## src/design/link_pkg.sv

```systemverilog
// constants for the interchip link frame port and its shared mode pins
// assumes a 250 MHz system clock and a byte-wide register port
// Behaviour
// - NT: timing pin high fixed, low adaptive
// - TE always uses adaptive timing recovery
// - adaptive tracks incoming baud, fixed tracks own
// - TE class is pin OR priority bit
// - class value 0 Class 1, 1 Class 2
// - NT star mode echoes echo pin as E
// - NT resets slave, master when bit set
// - TE is link master when loop active or master bit set
// - one-bit-clock sync pulse every 125 us
// - capture 20 bits on falls after sync
// - launch 20 bits on rises after sync
// - TE sync starts on leading edge, one period
// - TE sync phase-locks to received NT frame
// - TE without NT timing: free-run or low
// - NT slave accepts five clock rates, 8 kHz
// - NT master offers three rates, two bits
// - TE master offers two rates, one bit
// - transmit pin driven only 20 cycles, else off
// - TE outputs nothing until active loop or free-run
package link_pkg;
  // register indexes on the byte port
  localparam logic [7:0] ADDR_NIBBLE_TWO  = 8'h02;
  localparam logic [7:0] ADDR_BYTE_SEVEN  = 8'h07;
  localparam logic [7:0] ADDR_BYTE_THIRTN = 8'h0D;
  localparam logic [7:0] ADDR_STATUS      = 8'h10;
  // field positions
  localparam int PRIORITY_CLASS_POS = 0;
  localparam int CLK_RATE_A_POS     = 2;
  localparam int MASTER_FREERUN_POS = 3;
  localparam int CLK_RATE_B_POS     = 5;
  localparam int STAR_MODE_POS      = 7;
  // status bits
  localparam int ST_TE_POS       = 0;
  localparam int ST_LOOP_POS     = 1;
  localparam int ST_FIXED_POS    = 2;
  localparam int ST_CLASS2_POS   = 3;
  localparam int ST_MASTER_POS   = 4;
  localparam int ST_XFER_POS     = 5;
  // reset values
  localparam logic [3:0] NIBBLE_TWO_RST = 4'h0;
  localparam logic [7:0] BYTE_SEVEN_RST = 8'h00;
  localparam logic [7:0] BYTE_THIRTN_RST = 8'h00;
  // frame layout
  localparam int FRAME_BITS = 20;
  localparam logic [4:0] FRAME_BITS_W = 5'h14;
  localparam logic [19:0] IDLE_ONES = 20'hFFFFF;
  // master bit clock rates, selected from the two rate bits
  localparam logic [1:0] RATE_2048 = 2'h0;
  localparam logic [1:0] RATE_2560 = 2'h1;
  localparam logic [1:0] RATE_1536 = 2'h2;
  localparam real SYS_CLK_MHZ = 250.0;
  localparam real FRAME_US    = 125.0;
  localparam int  ACC_BITS    = 24;
  // phase increment per system clock: two toggles per bit clock period
  localparam logic [23:0] INC_2048 = 24'(longint'(2.0 * 2.048 * 16777216.0 / SYS_CLK_MHZ + 0.5));
  localparam logic [23:0] INC_2560 = 24'(longint'(2.0 * 2.56 * 16777216.0 / SYS_CLK_MHZ + 0.5));
  localparam logic [23:0] INC_1536 = 24'(longint'(2.0 * 1.536 * 16777216.0 / SYS_CLK_MHZ + 0.5));
  // bit clock periods per 125 us frame
  localparam logic [8:0] BITS_2048 = 9'(int'(FRAME_US * 2.048));
  localparam logic [8:0] BITS_2560 = 9'(int'(FRAME_US * 2.56));
  localparam logic [8:0] BITS_1536 = 9'(int'(FRAME_US * 1.536));
  // frame engine states
  typedef enum logic [1:0] {
    ST_IDLE = 2'h1,
    ST_XFER = 2'h2
  } frame_state_e;
endpackage

```

## src/design/link_timing_if.sv

```systemverilog
// carrier between the frame port and its master timing generator
// assumes one system clock domain on both sides
`timescale 1ns/100ps
`default_nettype none
interface link_timing_if;
  logic       run;
  logic [1:0] rate;
  logic       resync;
  logic       sync_en;
  logic       clk_level;
  logic       sync_level;
  logic       rise;
  logic       fall;
  modport gen (input run, input rate, input resync, input sync_en,
               output clk_level, output sync_level, output rise, output fall);
  modport eng (output run, output rate, output resync, output sync_en,
               input clk_level, input sync_level, input rise, input fall);
endinterface
`default_nettype wire

```

## src/design/link_master_gen.sv

```systemverilog
// master bit clock and frame sync generator
// assumes a 250 MHz clock; edges are one-cycle enable pulses
`timescale 1ns/100ps
`default_nettype none
module link_master_gen (
  input  wire logic   clk,
  input  wire logic   srst,
  link_timing_if.gen  tif
);
  logic [23:0] acc;
  logic [23:0] next_acc;
  logic [8:0]  cnt;
  logic [8:0]  next_cnt;
  logic        clk_lvl;
  logic        next_clk_lvl;
  logic        sync_lvl;
  logic        next_sync_lvl;
  logic        rise;
  logic        next_rise;
  logic        fall;
  logic        next_fall;
  logic [23:0] inc;
  logic [8:0]  bits;
  logic [24:0] sum;
  logic        tick;

  always_comb
  begin
    unique case (tif.rate)
      link_pkg::RATE_2560:
      begin
        inc  = link_pkg::INC_2560;
        bits = link_pkg::BITS_2560;
      end
      link_pkg::RATE_1536:
      begin
        inc  = link_pkg::INC_1536;
        bits = link_pkg::BITS_1536;
      end
      default:
      begin
        inc  = link_pkg::INC_2048;
        bits = link_pkg::BITS_2048;
      end
    endcase
    sum           = {1'b0, acc} + {1'b0, inc};
    tick          = sum[24] & tif.run;
    next_acc      = sum[23:0];
    next_clk_lvl  = clk_lvl ^ tick;
    next_rise     = tick & ~clk_lvl;
    next_fall     = tick & clk_lvl;
    next_cnt      = cnt;
    next_sync_lvl = sync_lvl;
    if (next_rise)
    begin
      // sync is high from one leading edge to the next
      next_cnt      = (cnt >= bits - 9'h001) ? 9'h000 : cnt + 9'h001;
      next_sync_lvl = (next_cnt == 9'h000) & tif.sync_en;
    end
    if (!tif.run || tif.resync)
    begin
      next_acc      = 24'h000000;
      next_clk_lvl  = 1'b0;
      next_rise     = 1'b0;
      next_fall     = 1'b0;
      next_sync_lvl = 1'b0;
      // restart so that the next leading edge opens a frame
      next_cnt      = bits - 9'h001;
    end
  end

  always_ff @(posedge clk)
  begin
    if (srst)
    begin
      acc      <= 24'h000000;
      cnt      <= 9'h000;
      clk_lvl  <= 1'b0;
      sync_lvl <= 1'b0;
      rise     <= 1'b0;
      fall     <= 1'b0;
    end
    else
    begin
      acc      <= next_acc;
      cnt      <= next_cnt;
      clk_lvl  <= next_clk_lvl;
      sync_lvl <= next_sync_lvl;
      rise     <= next_rise;
      fall     <= next_fall;
    end
  end

  assign tif.clk_level  = clk_lvl;
  assign tif.sync_level = sync_lvl;
  assign tif.rise       = rise;
  assign tif.fall       = fall;
endmodule
`default_nettype wire

```

## src/design/link_port_top.sv

```systemverilog
// interchip link frame port with shared mode pins
// assumes pins are asynchronous to clk; status inputs come from same-clock logic
`timescale 1ns/100ps
`default_nettype none
module link_port_top (
  input  wire logic        clk,
  input  wire logic        srst,
  // register port
  input  wire logic [7:0]  reg_addr,
  input  wire logic [7:0]  reg_wdata,
  input  wire logic        reg_wr,
  input  wire logic        reg_rd,
  output logic [7:0]       reg_rdata,
  // configuration and mode pins
  input  wire logic        te_mode_pin,
  input  wire logic        request_or_timing_pin,
  input  wire logic        class_echo_pin,
  // same-clock line side status
  input  wire logic        loop_active,
  input  wire logic        nt_timing_seen,
  input  wire logic        nt_frame_mark,
  input  wire logic        demod_d_bit,
  // mode results
  output logic             fixed_timing,
  output logic             priority_class2,
  output logic             e_channel_bit,
  // link pins
  input  wire logic        frame_sync_in,
  output logic             frame_sync_out,
  output logic             frame_sync_oe,
  input  wire logic        link_bit_clock_in,
  output logic             link_bit_clock_out,
  output logic             link_bit_clock_oe,
  input  wire logic        link_receive_data,
  output logic             link_transmit_data,
  output logic             link_transmit_oe,
  // frame data
  input  wire logic [19:0] tx_word,
  output logic [19:0]      rx_word,
  output logic             rx_valid
);
  ////////////////////////////////////////////////////////////////////////
  // pin synchronisers
  logic [1:0] te_ff;
  logic [1:0] tim_ff;
  logic [1:0] cls_ff;
  logic [2:0] bclk_ff;
  logic [1:0] sync_ff;
  logic [1:0] rxd_ff;
  logic       te_s;
  logic       tim_s;
  logic       cls_s;

  always_ff @(posedge clk)
  begin
    if (srst)
    begin
      te_ff   <= 2'h0;
      tim_ff  <= 2'h0;
      cls_ff  <= 2'h0;
      bclk_ff <= 3'h0;
      sync_ff <= 2'h0;
      rxd_ff  <= 2'h0;
    end
    else
    begin
      te_ff   <= {te_ff[0], te_mode_pin};
      tim_ff  <= {tim_ff[0], request_or_timing_pin};
      cls_ff  <= {cls_ff[0], class_echo_pin};
      bclk_ff <= {bclk_ff[1:0], link_bit_clock_in};
      sync_ff <= {sync_ff[0], frame_sync_in};
      rxd_ff  <= {rxd_ff[0], link_receive_data};
    end
  end

  assign te_s  = te_ff[1];
  assign tim_s = tim_ff[1];
  assign cls_s = cls_ff[1];

  ////////////////////////////////////////////////////////////////////////
  // registers
  logic [3:0] nibble_reg_two;
  logic [7:0] byte_reg_seven;
  logic [7:0] byte_reg_thirteen;
  logic [3:0] next_nibble_two;
  logic [7:0] next_byte_seven;
  logic [7:0] next_byte_thirtn;
  logic [7:0] next_rdata;
  logic [7:0] status;
  logic       master_freerun_bit;
  logic       star_mode_bit;
  logic       clk_rate_bit_a;
  logic       clk_rate_bit_b;
  link_pkg::frame_state_e state;

  assign master_freerun_bit = byte_reg_seven[link_pkg::MASTER_FREERUN_POS];
  assign clk_rate_bit_a     = byte_reg_seven[link_pkg::CLK_RATE_A_POS];
  assign clk_rate_bit_b     = byte_reg_thirteen[link_pkg::CLK_RATE_B_POS];
  assign star_mode_bit      = byte_reg_thirteen[link_pkg::STAR_MODE_POS];

  always_comb
  begin
    status = 8'h00;
    status[link_pkg::ST_TE_POS]     = te_s;
    status[link_pkg::ST_LOOP_POS]   = loop_active;
    status[link_pkg::ST_FIXED_POS]  = fixed_timing;
    status[link_pkg::ST_CLASS2_POS] = priority_class2;
    status[link_pkg::ST_MASTER_POS] = link_bit_clock_oe;
    status[link_pkg::ST_XFER_POS]   = (state == link_pkg::ST_XFER);
    next_nibble_two  = nibble_reg_two;
    next_byte_seven  = byte_reg_seven;
    next_byte_thirtn = byte_reg_thirteen;
    if (reg_wr)
    begin
      unique case (reg_addr)
        link_pkg::ADDR_NIBBLE_TWO:  next_nibble_two  = reg_wdata[3:0];
        link_pkg::ADDR_BYTE_SEVEN:  next_byte_seven  = reg_wdata;
        link_pkg::ADDR_BYTE_THIRTN: next_byte_thirtn = reg_wdata;
        default:                    next_nibble_two  = nibble_reg_two;
      endcase
    end
    next_rdata = 8'h00;
    if (reg_rd)
    begin
      unique case (reg_addr)
        link_pkg::ADDR_NIBBLE_TWO:  next_rdata = {4'h0, nibble_reg_two};
        link_pkg::ADDR_BYTE_SEVEN:  next_rdata = byte_reg_seven;
        link_pkg::ADDR_BYTE_THIRTN: next_rdata = byte_reg_thirteen;
        link_pkg::ADDR_STATUS:      next_rdata = status;
        default:                    next_rdata = 8'h00;
      endcase
    end
  end

  always_ff @(posedge clk)
  begin
    if (srst)
    begin
      nibble_reg_two    <= link_pkg::NIBBLE_TWO_RST;
      byte_reg_seven    <= link_pkg::BYTE_SEVEN_RST;
      byte_reg_thirteen <= link_pkg::BYTE_THIRTN_RST;
      reg_rdata         <= 8'h00;
    end
    else
    begin
      nibble_reg_two    <= next_nibble_two;
      byte_reg_seven    <= next_byte_seven;
      byte_reg_thirteen <= next_byte_thirtn;
      reg_rdata         <= next_rdata;
    end
  end

  ////////////////////////////////////////////////////////////////////////
  // mode pins and master/slave selection
  logic next_fixed;
  logic next_class2;
  logic next_echo;
  logic master_drive;
  logic next_master;

  always_comb
  begin
    // demodulator sampling clock: fixed offset from own baud or dpll
    next_fixed  = ~te_s & tim_s;
    next_class2 = te_s & (cls_s | nibble_reg_two[link_pkg::PRIORITY_CLASS_POS]);
    next_echo   = (~te_s & star_mode_bit) ? cls_s : demod_d_bit;
    if (te_s)
      next_master = loop_active | master_freerun_bit;
    else
      next_master = master_freerun_bit;
  end

  always_ff @(posedge clk)
  begin
    if (srst)
    begin
      fixed_timing    <= 1'b0;
      priority_class2 <= 1'b0;
      e_channel_bit   <= 1'b0;
      master_drive    <= 1'b0;
    end
    else
    begin
      fixed_timing    <= next_fixed;
      priority_class2 <= next_class2;
      e_channel_bit   <= next_echo;
      master_drive    <= next_master;
    end
  end

  link_timing_if tif ();

  assign tif.run     = master_drive;
  assign tif.rate    = (clk_rate_bit_a & clk_rate_bit_b & ~te_s) ? link_pkg::RATE_1536 :
                       clk_rate_bit_a ? link_pkg::RATE_2560 : link_pkg::RATE_2048;
  assign tif.resync  = te_s & nt_timing_seen & nt_frame_mark;
  assign tif.sync_en = ~te_s | nt_timing_seen | master_freerun_bit;

  link_master_gen u_gen (
    .clk  (clk),
    .srst (srst),
    .tif  (tif)
  );

  assign link_bit_clock_out = tif.clk_level;
  assign link_bit_clock_oe  = master_drive;
  assign frame_sync_out     = tif.sync_level;
  assign frame_sync_oe      = master_drive;

  ////////////////////////////////////////////////////////////////////////
  // frame engine
  logic        ev_rise;
  logic        ev_fall;
  logic        ev_sync;
  logic        ev_rxd;
  link_pkg::frame_state_e next_state;
  logic [4:0]  rx_cnt;
  logic [4:0]  next_rx_cnt;
  logic [4:0]  tx_cnt;
  logic [4:0]  next_tx_cnt;
  logic [19:0] rx_shift;
  logic [19:0] next_rx_shift;
  logic [19:0] tx_shift;
  logic [19:0] next_tx_shift;
  logic        tx_drive;
  logic        next_tx_drive;
  logic        tx_bit;
  logic        next_tx_bit;
  logic [19:0] next_rx_word;
  logic        next_rx_valid;

  // slave edges from the synchronised pin, accepting any rate
  assign ev_rise = master_drive ? tif.rise : (bclk_ff[1] & ~bclk_ff[2]);
  assign ev_fall = master_drive ? tif.fall : (~bclk_ff[1] & bclk_ff[2]);
  assign ev_sync = master_drive ? tif.sync_level : sync_ff[1];
  assign ev_rxd  = rxd_ff[1];

  always_comb
  begin
    next_state    = state;
    next_rx_cnt   = rx_cnt;
    next_tx_cnt   = tx_cnt;
    next_rx_shift = rx_shift;
    next_tx_shift = tx_shift;
    next_tx_drive = tx_drive;
    next_tx_bit   = tx_bit;
    next_rx_word  = rx_word;
    next_rx_valid = 1'b0;
    unique case (state)
      link_pkg::ST_IDLE:
      begin
        next_tx_drive = 1'b0;
      end
      link_pkg::ST_XFER:
      begin
        if (ev_rise)
        begin
          if (tx_cnt < link_pkg::FRAME_BITS_W)
          begin
            next_tx_bit   = tx_shift[19];
            next_tx_shift = {tx_shift[18:0], 1'b1};
            next_tx_drive = 1'b1;
            next_tx_cnt   = tx_cnt + 5'h01;
          end
          else
          begin
            next_tx_drive = 1'b0;
            next_state    = link_pkg::ST_IDLE;
          end
        end
        if (ev_fall && rx_cnt < link_pkg::FRAME_BITS_W)
        begin
          next_rx_shift = {rx_shift[18:0], ev_rxd};
          next_rx_cnt   = rx_cnt + 5'h01;
          if (rx_cnt == link_pkg::FRAME_BITS_W - 5'h01)
          begin
            next_rx_word  = {rx_shift[18:0], ev_rxd};
            next_rx_valid = 1'b1;
          end
        end
      end
    endcase
    // falling edge while sync is high opens the transfer
    if (ev_fall && ev_sync)
    begin
      next_state    = link_pkg::ST_XFER;
      next_rx_cnt   = 5'h00;
      next_tx_cnt   = 5'h00;
      next_tx_drive = 1'b0;
      next_tx_shift = loop_active ? tx_word : link_pkg::IDLE_ONES;
    end
    if (!master_drive && te_s)
      next_state = link_pkg::ST_IDLE;
  end

  always_ff @(posedge clk)
  begin
    if (srst)
    begin
      state    <= link_pkg::ST_IDLE;
      rx_cnt   <= 5'h00;
      tx_cnt   <= 5'h00;
      rx_shift <= 20'h00000;
      tx_shift <= 20'hFFFFF;
      tx_drive <= 1'b0;
      tx_bit   <= 1'b1;
      rx_word  <= 20'h00000;
      rx_valid <= 1'b0;
    end
    else
    begin
      state    <= next_state;
      rx_cnt   <= next_rx_cnt;
      tx_cnt   <= next_tx_cnt;
      rx_shift <= next_rx_shift;
      tx_shift <= next_tx_shift;
      tx_drive <= next_tx_drive;
      tx_bit   <= next_tx_bit;
      rx_word  <= next_rx_word;
      rx_valid <= next_rx_valid;
    end
  end

  // NT star mode lets several ports share the line: drive zeros only
  assign link_transmit_data = tx_bit;
  assign link_transmit_oe   = tx_drive & (te_s | ~star_mode_bit | ~tx_bit) & (state == link_pkg::ST_XFER);
endmodule
`default_nettype wire

```

## config.mk

```make
export PLATFORM = sky130hd
export DESIGN_NAME = link_port_top
export DESIGN_NICKNAME = d
export VERILOG_FILES = /design/src/design/link_pkg.sv /design/src/design/link_timing_if.sv /design/src/design/link_master_gen.sv /design/src/design/link_port_top.sv
export SDC_FILE = /design/constraint.sdc
export NUM_CORES = 1
export LEC_CHECK = 0
export ABC_AREA = 1
export BUFFER_PORTS_ARGS = -buffer_cell sky130_fd_sc_hd__buf_4
export CAP_MARGIN = 20
export CORE_ASPECT_RATIO = 1.5
export CORE_UTILIZATION = 42
export DETAILED_ROUTE_END_ITERATION = 10
export GPL_TIMING_DRIVEN = 0
export HOLD_SLACK_MARGIN = 0.05
export MAX_ROUTING_LAYER = met4
export SLEW_MARGIN = 10
export SYNTH_ARGS = -nofsm -noshare
export SYNTH_HDL_FRONTEND = slang
export SYNTH_SLANG_ARGS = --single-unit
```

## constraint.sdc

```tcl
create_clock -name clk -period 3.8 [get_ports clk]
set_input_delay 0 -clock clk [delete_from_list [all_inputs] [get_ports clk]]
set_output_delay 0 -clock clk [all_outputs]
set_load 0.01 [all_outputs]
```

# ---- Word level (Yosys, flattened, before mapping)
# Cells that the tools add are included.
dict set report classes {
  add_sub_neg 5
  n_reduce_logical 23
  multipliers 0
  div_mod_pow 0
  n_shift 0
  bitwise_logic 31
  eq_ne 11
  mux 26
  order_cmp 3
}
# operator n
set op_table {}
lappend op_table {{$mux 20} 5}
lappend op_table {{$pmux 19 s2} 1}
lappend op_table {{$pmux 8 s4} 1}
lappend op_table {{$mux 9} 3}
lappend op_table {{$add 24x19->25} 1}
lappend op_table {{$pmux 9 s2} 1}
lappend op_table {{$and 1x1->1} 15}
lappend op_table {{$reduce_and 3->1} 4}
lappend op_table {{$add 5x1->5 const B} 2}
lappend op_table {{$lt 5x5->1 const B} 2}
lappend op_table {{$mux 2} 5}
lappend op_table {{$add 9x1->9 const B} 1}
lappend op_table {{$ge 9x9->1} 1}
lappend op_table {{$logic_not 9->1} 1}
lappend op_table {{$mux 1} 9}
lappend op_table {{$not 1->1} 9}
lappend op_table {{$sub 9x1->9 const B} 1}
lappend op_table {{$eq 8x2->1 const B} 1}
lappend op_table {{$eq 8x3->1 const B} 1}
lappend op_table {{$eq 8x4->1 const B} 1}
lappend op_table {{$eq 8x5->1 const B} 1}
lappend op_table {{$reduce_and 2->1} 4}
lappend op_table {{$reduce_bool 2->1} 4}
lappend op_table {{$reduce_or 2->1} 4}
lappend op_table {{11 further kinds} 21}
dict set report totals {
  n_memories 0
  wordCells 128
  register_bits 156
  mem_bits_rw 0
  in_bits 50
  out_inout_bits 38
  romBits 0
  latchBits 0
}

# ---- Logic depth before layout (Yosys ltp)
dict set report logic_depth {
  word_depth 10
  ltp_mapped 20
  ltp_nobuf 20
}

# ---- Modules after synthesis
# Synthesis repeated with hierarchy kept, for this count alone.
dict set report hier_totals {
  hier_cells 1237
  hier_area_um2 8249.2
}
# mod seq_area_each_um2 n_inst cells_each area_per_inst_um2
set modules_own_cells {}
lappend modules_own_cells {link_port_top 2382.3 1 785 5387.7}
lappend modules_own_cells {link_master_gen 740.7 1 452 2861.5}

# ---- Worst setup path after synthesis
# No wires, ideal clock.
dict set report synth_timing {
  kind {reg2reg}
  from {reg te_ff[1]}
  to {reg u_gen.cnt[7]}
  setup_time_ns 0.132
  stages_incl_launch_ff 20
  arrival_time_ns 2.760
  path_slack_ns 0.908
  n_path_buf 1
  t_required_ns 3.668
  synth_period_minus_slack_ns 2.892
  path_cell_list {dfxtp_1 -> buf_2 -> nor3_2 -> nor2_1 -> ha_1 -> a21oi_1 -> nor2_1 -> nor2_1 -> nand2_1 -> nand2_1 -> nand3_1 -> nand4_1 -> inv_1 -> ha_1 -> nor2_1 -> inv_1 -> o21ai_0 -> inv_1 -> o21ai_0 -> a21oi_1}
}
dict set report synth_between {
  elab_chain_len 10
  elab_cells_between_ends 19
  cone_classes {add/sub (2); order compare (1); eq/ne (2); mux (6); bitwise (6); reduce/logical (2)}
}
# item line_no
set synth_lines {}
lappend synth_lines {{start: declaration} link_port_top.sv:44} ;# logic [1:0] te_ff;
lappend synth_lines {{start signal: assignment} link_port_top.sv:67} ;# te_ff <= {te_ff[0], te_mode_pin};
lappend synth_lines {{$not 1->1} link_port_top.sv:194} ;# assign tif.rate = (clk_rate_bit_a & clk_rate_bit_b & ~te_s) ? link_pkg::RATE_1536 :
lappend synth_lines {{$and 1x1->1} link_port_top.sv:194}
lappend synth_lines {{$mux 2} link_port_top.sv:194}
lappend synth_lines {{$eq 2x2->1 or $eq 2x1->1 (tied branches)} link_master_gen.sv:29} ;# unique case (tif.rate)
lappend synth_lines {{$pmux 9 s2} link_master_gen.sv:29}
lappend synth_lines {{$sub 9x1->9} {link_master_gen.sv:57, link_master_gen.sv:68}}
lappend synth_lines {{$ge 9x9->1} link_master_gen.sv:57} ;# next_cnt = (cnt >= bits - 9'h001) ? 9'h000 : cnt + 9'h001;
lappend synth_lines {{$mux 9} link_master_gen.sv:57}
lappend synth_lines {{$mux 9} link_master_gen.sv:54} ;# if (next_rise)
lappend synth_lines {{$mux 9} link_master_gen.sv:60} ;# if (!tif.run || tif.resync)
lappend synth_lines {{end signal: assignment} link_master_gen.sv:86} ;# cnt <= next_cnt;
lappend synth_lines {{end: declaration} link_master_gen.sv:12} ;# logic [8:0] cnt;
# Parallel ways exist; a longest one is shown, timed or not. The select of a mux whose other input is x is not followed.
# A chain may end at the register's enable or synchronous reset.

# ---- Worst setup path after layout
dict set report layout_timing {
  from {reg byte_reg_seven[2]}
  to {reg u_gen.cnt[7]}
}
dict set report layout_between {
  elab_chain_len 10
  elab_cells_between_ends 17
  cone_classes {add/sub (2); order compare (1); eq/ne (2); mux (7); bitwise (4); reduce/logical (1)}
}
# item line_no
set layout_lines {}
lappend layout_lines {{start: declaration} link_port_top.sv:83} ;# logic [7:0] byte_reg_seven;
lappend layout_lines {{start signal: assignment} link_port_top.sv:140} ;# byte_reg_seven <= link_pkg::BYTE_SEVEN_RST;
lappend layout_lines {{start signal: assignment} link_port_top.sv:147} ;# byte_reg_seven <= next_byte_seven;
lappend layout_lines {{$and 1x1->1 (2 in series)} link_port_top.sv:194}
lappend layout_lines {{$mux 2 (*)} link_port_top.sv:194}
lappend layout_lines {{$eq 2x2->1 or $eq 2x1->1 (tied branches)} link_master_gen.sv:29}
lappend layout_lines {{$pmux 9 s2} link_master_gen.sv:29}
lappend layout_lines {{$sub 9x1->9} {link_master_gen.sv:57, link_master_gen.sv:68}}
lappend layout_lines {{$ge 9x9->1} link_master_gen.sv:57}
lappend layout_lines {{$mux 9} link_master_gen.sv:57}
lappend layout_lines {{$mux 9} link_master_gen.sv:54}
lappend layout_lines {{$mux 9} link_master_gen.sv:60}
# Mark *: on every way between the ends. The rest lies on a longest branch, timed or not. The select of a mux whose other input is x is not followed.

==> impl_metrics.json <==
{
  "grt_max_degree": 17,
  "fp.dieW_um": 110,
  "ff_latch_area_um2": 3120,
  "mostFrequentLayoutCells": "181 x nand2_1, 156 x dfxtp_1, 144 x nor2_1, 116 x a21oi_1, 111 x inv_1",
  "peakVddDrop_mv": 0.362,
  "first_iter_violations": 364,
  "leakagePower_nw": 3.97,
  "crit_top_cell": "inv_1",
  "num_rows": 58,
  "cts.clk_slew.worst_paths_ps": 60,
  "crit_arrival_ps": 3770,
  "ys_seq_area_share_pct": 42.8,
  "worst_skew_pair.late_latency_ps": 430,
  "portBuffers": 87,
  "grt_pass1_vias": 6658,
  "ant_nets": 0,
  "drv_slew": 0,
  "first_pass_iters": 5,
  "cap_violations": 0,
  "ctsLongestPathBuffers": 2,
  "fin_util_pct": 54.5,
  "multi_input_area_um2": 3540,
  "cts_sinks": 156,
  "cts_root_buf": "clkbuf_16",
  "hold_class": "in2reg",
  "mostFrequentLayoutCell": "nand2_1",
  "antenna_found_initial": 0,
  "setup_violations": 0,
  "viasPerCell": 5.01,
  "period_needed_ps": 3490,
  "synth_edf_count": 0,
  "ys_warn_count": 0,
  "syn_to_final_growth_pct": 26.4,
  "die_area_um2": 17900,
  "postSynthCellCount": 1015,
  "syn_area_um2": 7290,
  "cp_max_fo": 7,
  "wl_per_cell_um": 13.8,
  "final_cells": 1386,
  "ctsHtreeMaxLevel": 4,
  "critPathMaxStageDelay_ps": 370,
  "drive_gt1_share_pct": 15.0,
  "reg2regPathDepth": 19,
  "critPathKind": "reg2reg",
  "stdcell_area_um2": 9220,
  "hold_viol_final": 0,
  "overflow": 0,
  "fin_nets": 1236,
  "ff2ff_setup_slack_ps": 310,
  "grt_first_pass_wirelength_um": 31100,
  "tightest_slew_ps": 624,
  "yosys_register_bits": 156,
  "placedCellCount": 1312,
  "max_freq_ghz": 0.287,
  "wirelength_um": 19100,
  "syn_area_per_cell_um2": 7.18,
  "drc": 0,
  "worst_setup_path_start_kind": "flop",
  "status": "finished, final reports clean",
  "numCtsBuffers": 17,
  "fillers": 1728,
  "via_count": 6947,
  "max_slew_margin_pct": 58.4,
  "synth_ff_type": "dfxtp_1",
  "pre_cts_slack_ps": -70.2,
  "setup_ws_ps": 311,
  "synth.net_count": 1087,
  "rsz0062_at_grt": "no",
  "skew_ps": 8.62,
  "ys_async_sr_fraction_pct": 0,
  "diodes": 0,
  "endpoint_kind": "flop",
  "whs_path_depth": 6,
  "powerDensity_nw_per_um2": 376,
  "critPathSlowestCell": "dfxtp_1",
  "cp_data_required_time_ps": 4080,
  "synth_cell_types": 44,
  "start_util_pct": 43.1,
  "crit_chain": "inv_1 > nor3_4 > nor2_1 > ha_1 > a21oi_1 > inv_1 > nor2_2 > nand2_1 > nand2_1 > nand3_1 > nand4_1 > inv_1 > ha_1 > nor2_2 > inv_1 > o21ai_0 > inv_1 > o21ai_0 > a21oi_1",
  "finalCritPeriodShare_pct": 91.8,
  "die_h_um": 163,
  "cts_tree": "done",
  "track_usage_pct": 23.1,
  "core_um2": 16900,
  "placed_area_um2": 8210,
  "io_pins": 88,
  "place_congestion": 0.926,
  "dp_hpwl_um": 13900
}
## critical path: cells and delay by family (launching register included)
| kind | cells | cell delay, ps |
|---|---|---|
| buf+inv | 5 | 560 |
| simple gates | 8 | 1290 |
| fa+ha+maj | 2 | 600 |
| flops | 1 | 370 |
| compound gates | 4 | 520 |
## logic make-up after synthesis
logic type,share of synthesized area [%]
XOR/XNOR,0.480
adder cells (fa/ha/maj),3.77
flip-flops,42.8
AND/OR/NAND/NOR,26.2
AO/OA/AOI/OAI,17.7
buffers and inverters,9.03
## Yosys cell counts (4+ instances only)
cell type | number | area [um^2]
nand2_1 | 181 | 679
dfxtp_1 | 156 | 3120
nor2_1 | 148 | 556
a21oi_1 | 119 | 596
inv_1 | 112 | 420
o21ai_0 | 66 | 330
nand3_1 | 55 | 275
ha_1 | 22 | 275
nand4_1 | 21 | 131
o211ai_1 | 19 | 143
nor3_1 | 18 | 90.1
clkbuf_1 | 16 | 60.1
buf_2 | 12 | 60.1
or2_2 | 8 | 50.1
inv_2 | 6 | 22.5
o22ai_1 | 6 | 37.5
buf_6 | 5 | 56.3
buf_4 | 4 | 30.0
o211ai_2 | 4 | 50.1
xor2_1 | 4 | 35.0
## path summary, 6_finish.rpt
check                    start            to
max          byte_reg_seven[2]  u_gen.cnt[7]
min                reg_addr[0]  reg_rdata[0]
max reg2reg  byte_reg_seven[2]  u_gen.cnt[7]
min reg2reg         sync_ff[0]    sync_ff[1]
## sequential cells by signal, summed over array words and instances, names as in the netlist, 2 cells and up
signal	cells
u_gen.acc	24
rx_word	20
tx_shift	20
rx_shift	19
u_gen.cnt	9
byte_reg_seven	8
byte_reg_thirteen	8
reg_rdata	8
rx_cnt	5
tx_cnt	5
nibble_reg_two	4
bclk_ff	3
cls_ff	2
rxd_ff	2
state	2
sync_ff	2
te_ff	2
tim_ff	2
## report_power, final
group	switching, mW	internal (mW)	total (mW)
registers	0.0125	1.65	1.66
clock network	0.677	0.932	1.61
logic	0.0999	0.0924	0.192
## area by class of cell
cell class                      count  area share [%]
Tap cell                          210            2.85
Buffer                             38            2.28
Multi-Input combinational cell    702            38.4
Sequential cell                   156            33.9
Clock inverter                     10            1.00
Timing Repair Buffer              130            11.7
Inverter                          119            4.86
Clock buffer                       21            5.00
## routing by layer
| layer | track usage [%] | wire length, um | vias to the layer above | part of all wire [%] |
|---|---|---|---|---|
| met1 | 25.6 | 8220 | 3129 | 43 |
| li1 | - | - | 3650 | - |
| met5 | - | 0 | - | 0 |
| met2 | 40.3 | 9720 | 131 | 51 |
| met3 | 4.39 | 711 | 37 | 3.7 |
| met4 | 8.91 | 490 | 0 | 2.6 |
## repair_timing
action                                  4_1_cts  5_1_grt
gates resized for setup                       1        9
hold buffers                                 42        0
buffers inserted                              0        1
endpoints found under the hold margin        56        0
pin swaps                                     0        1
endpoints found under the setup margin        3        9
## stage by stage
step / total power, mW / setup TNS, ps / hold WS, ps
CTS: 3.50 / 0 / 55.9
global placement: 1.86 / -114 / 221
finish: 3.47 / 0 / 80.3
detailed placement: 1.86 / -70.2 / 217
floorplan: 1.78 / 0 / 107
global route: 3.59 / 0 / 109
No activity file was read; power rests on OpenSTA's default activity.
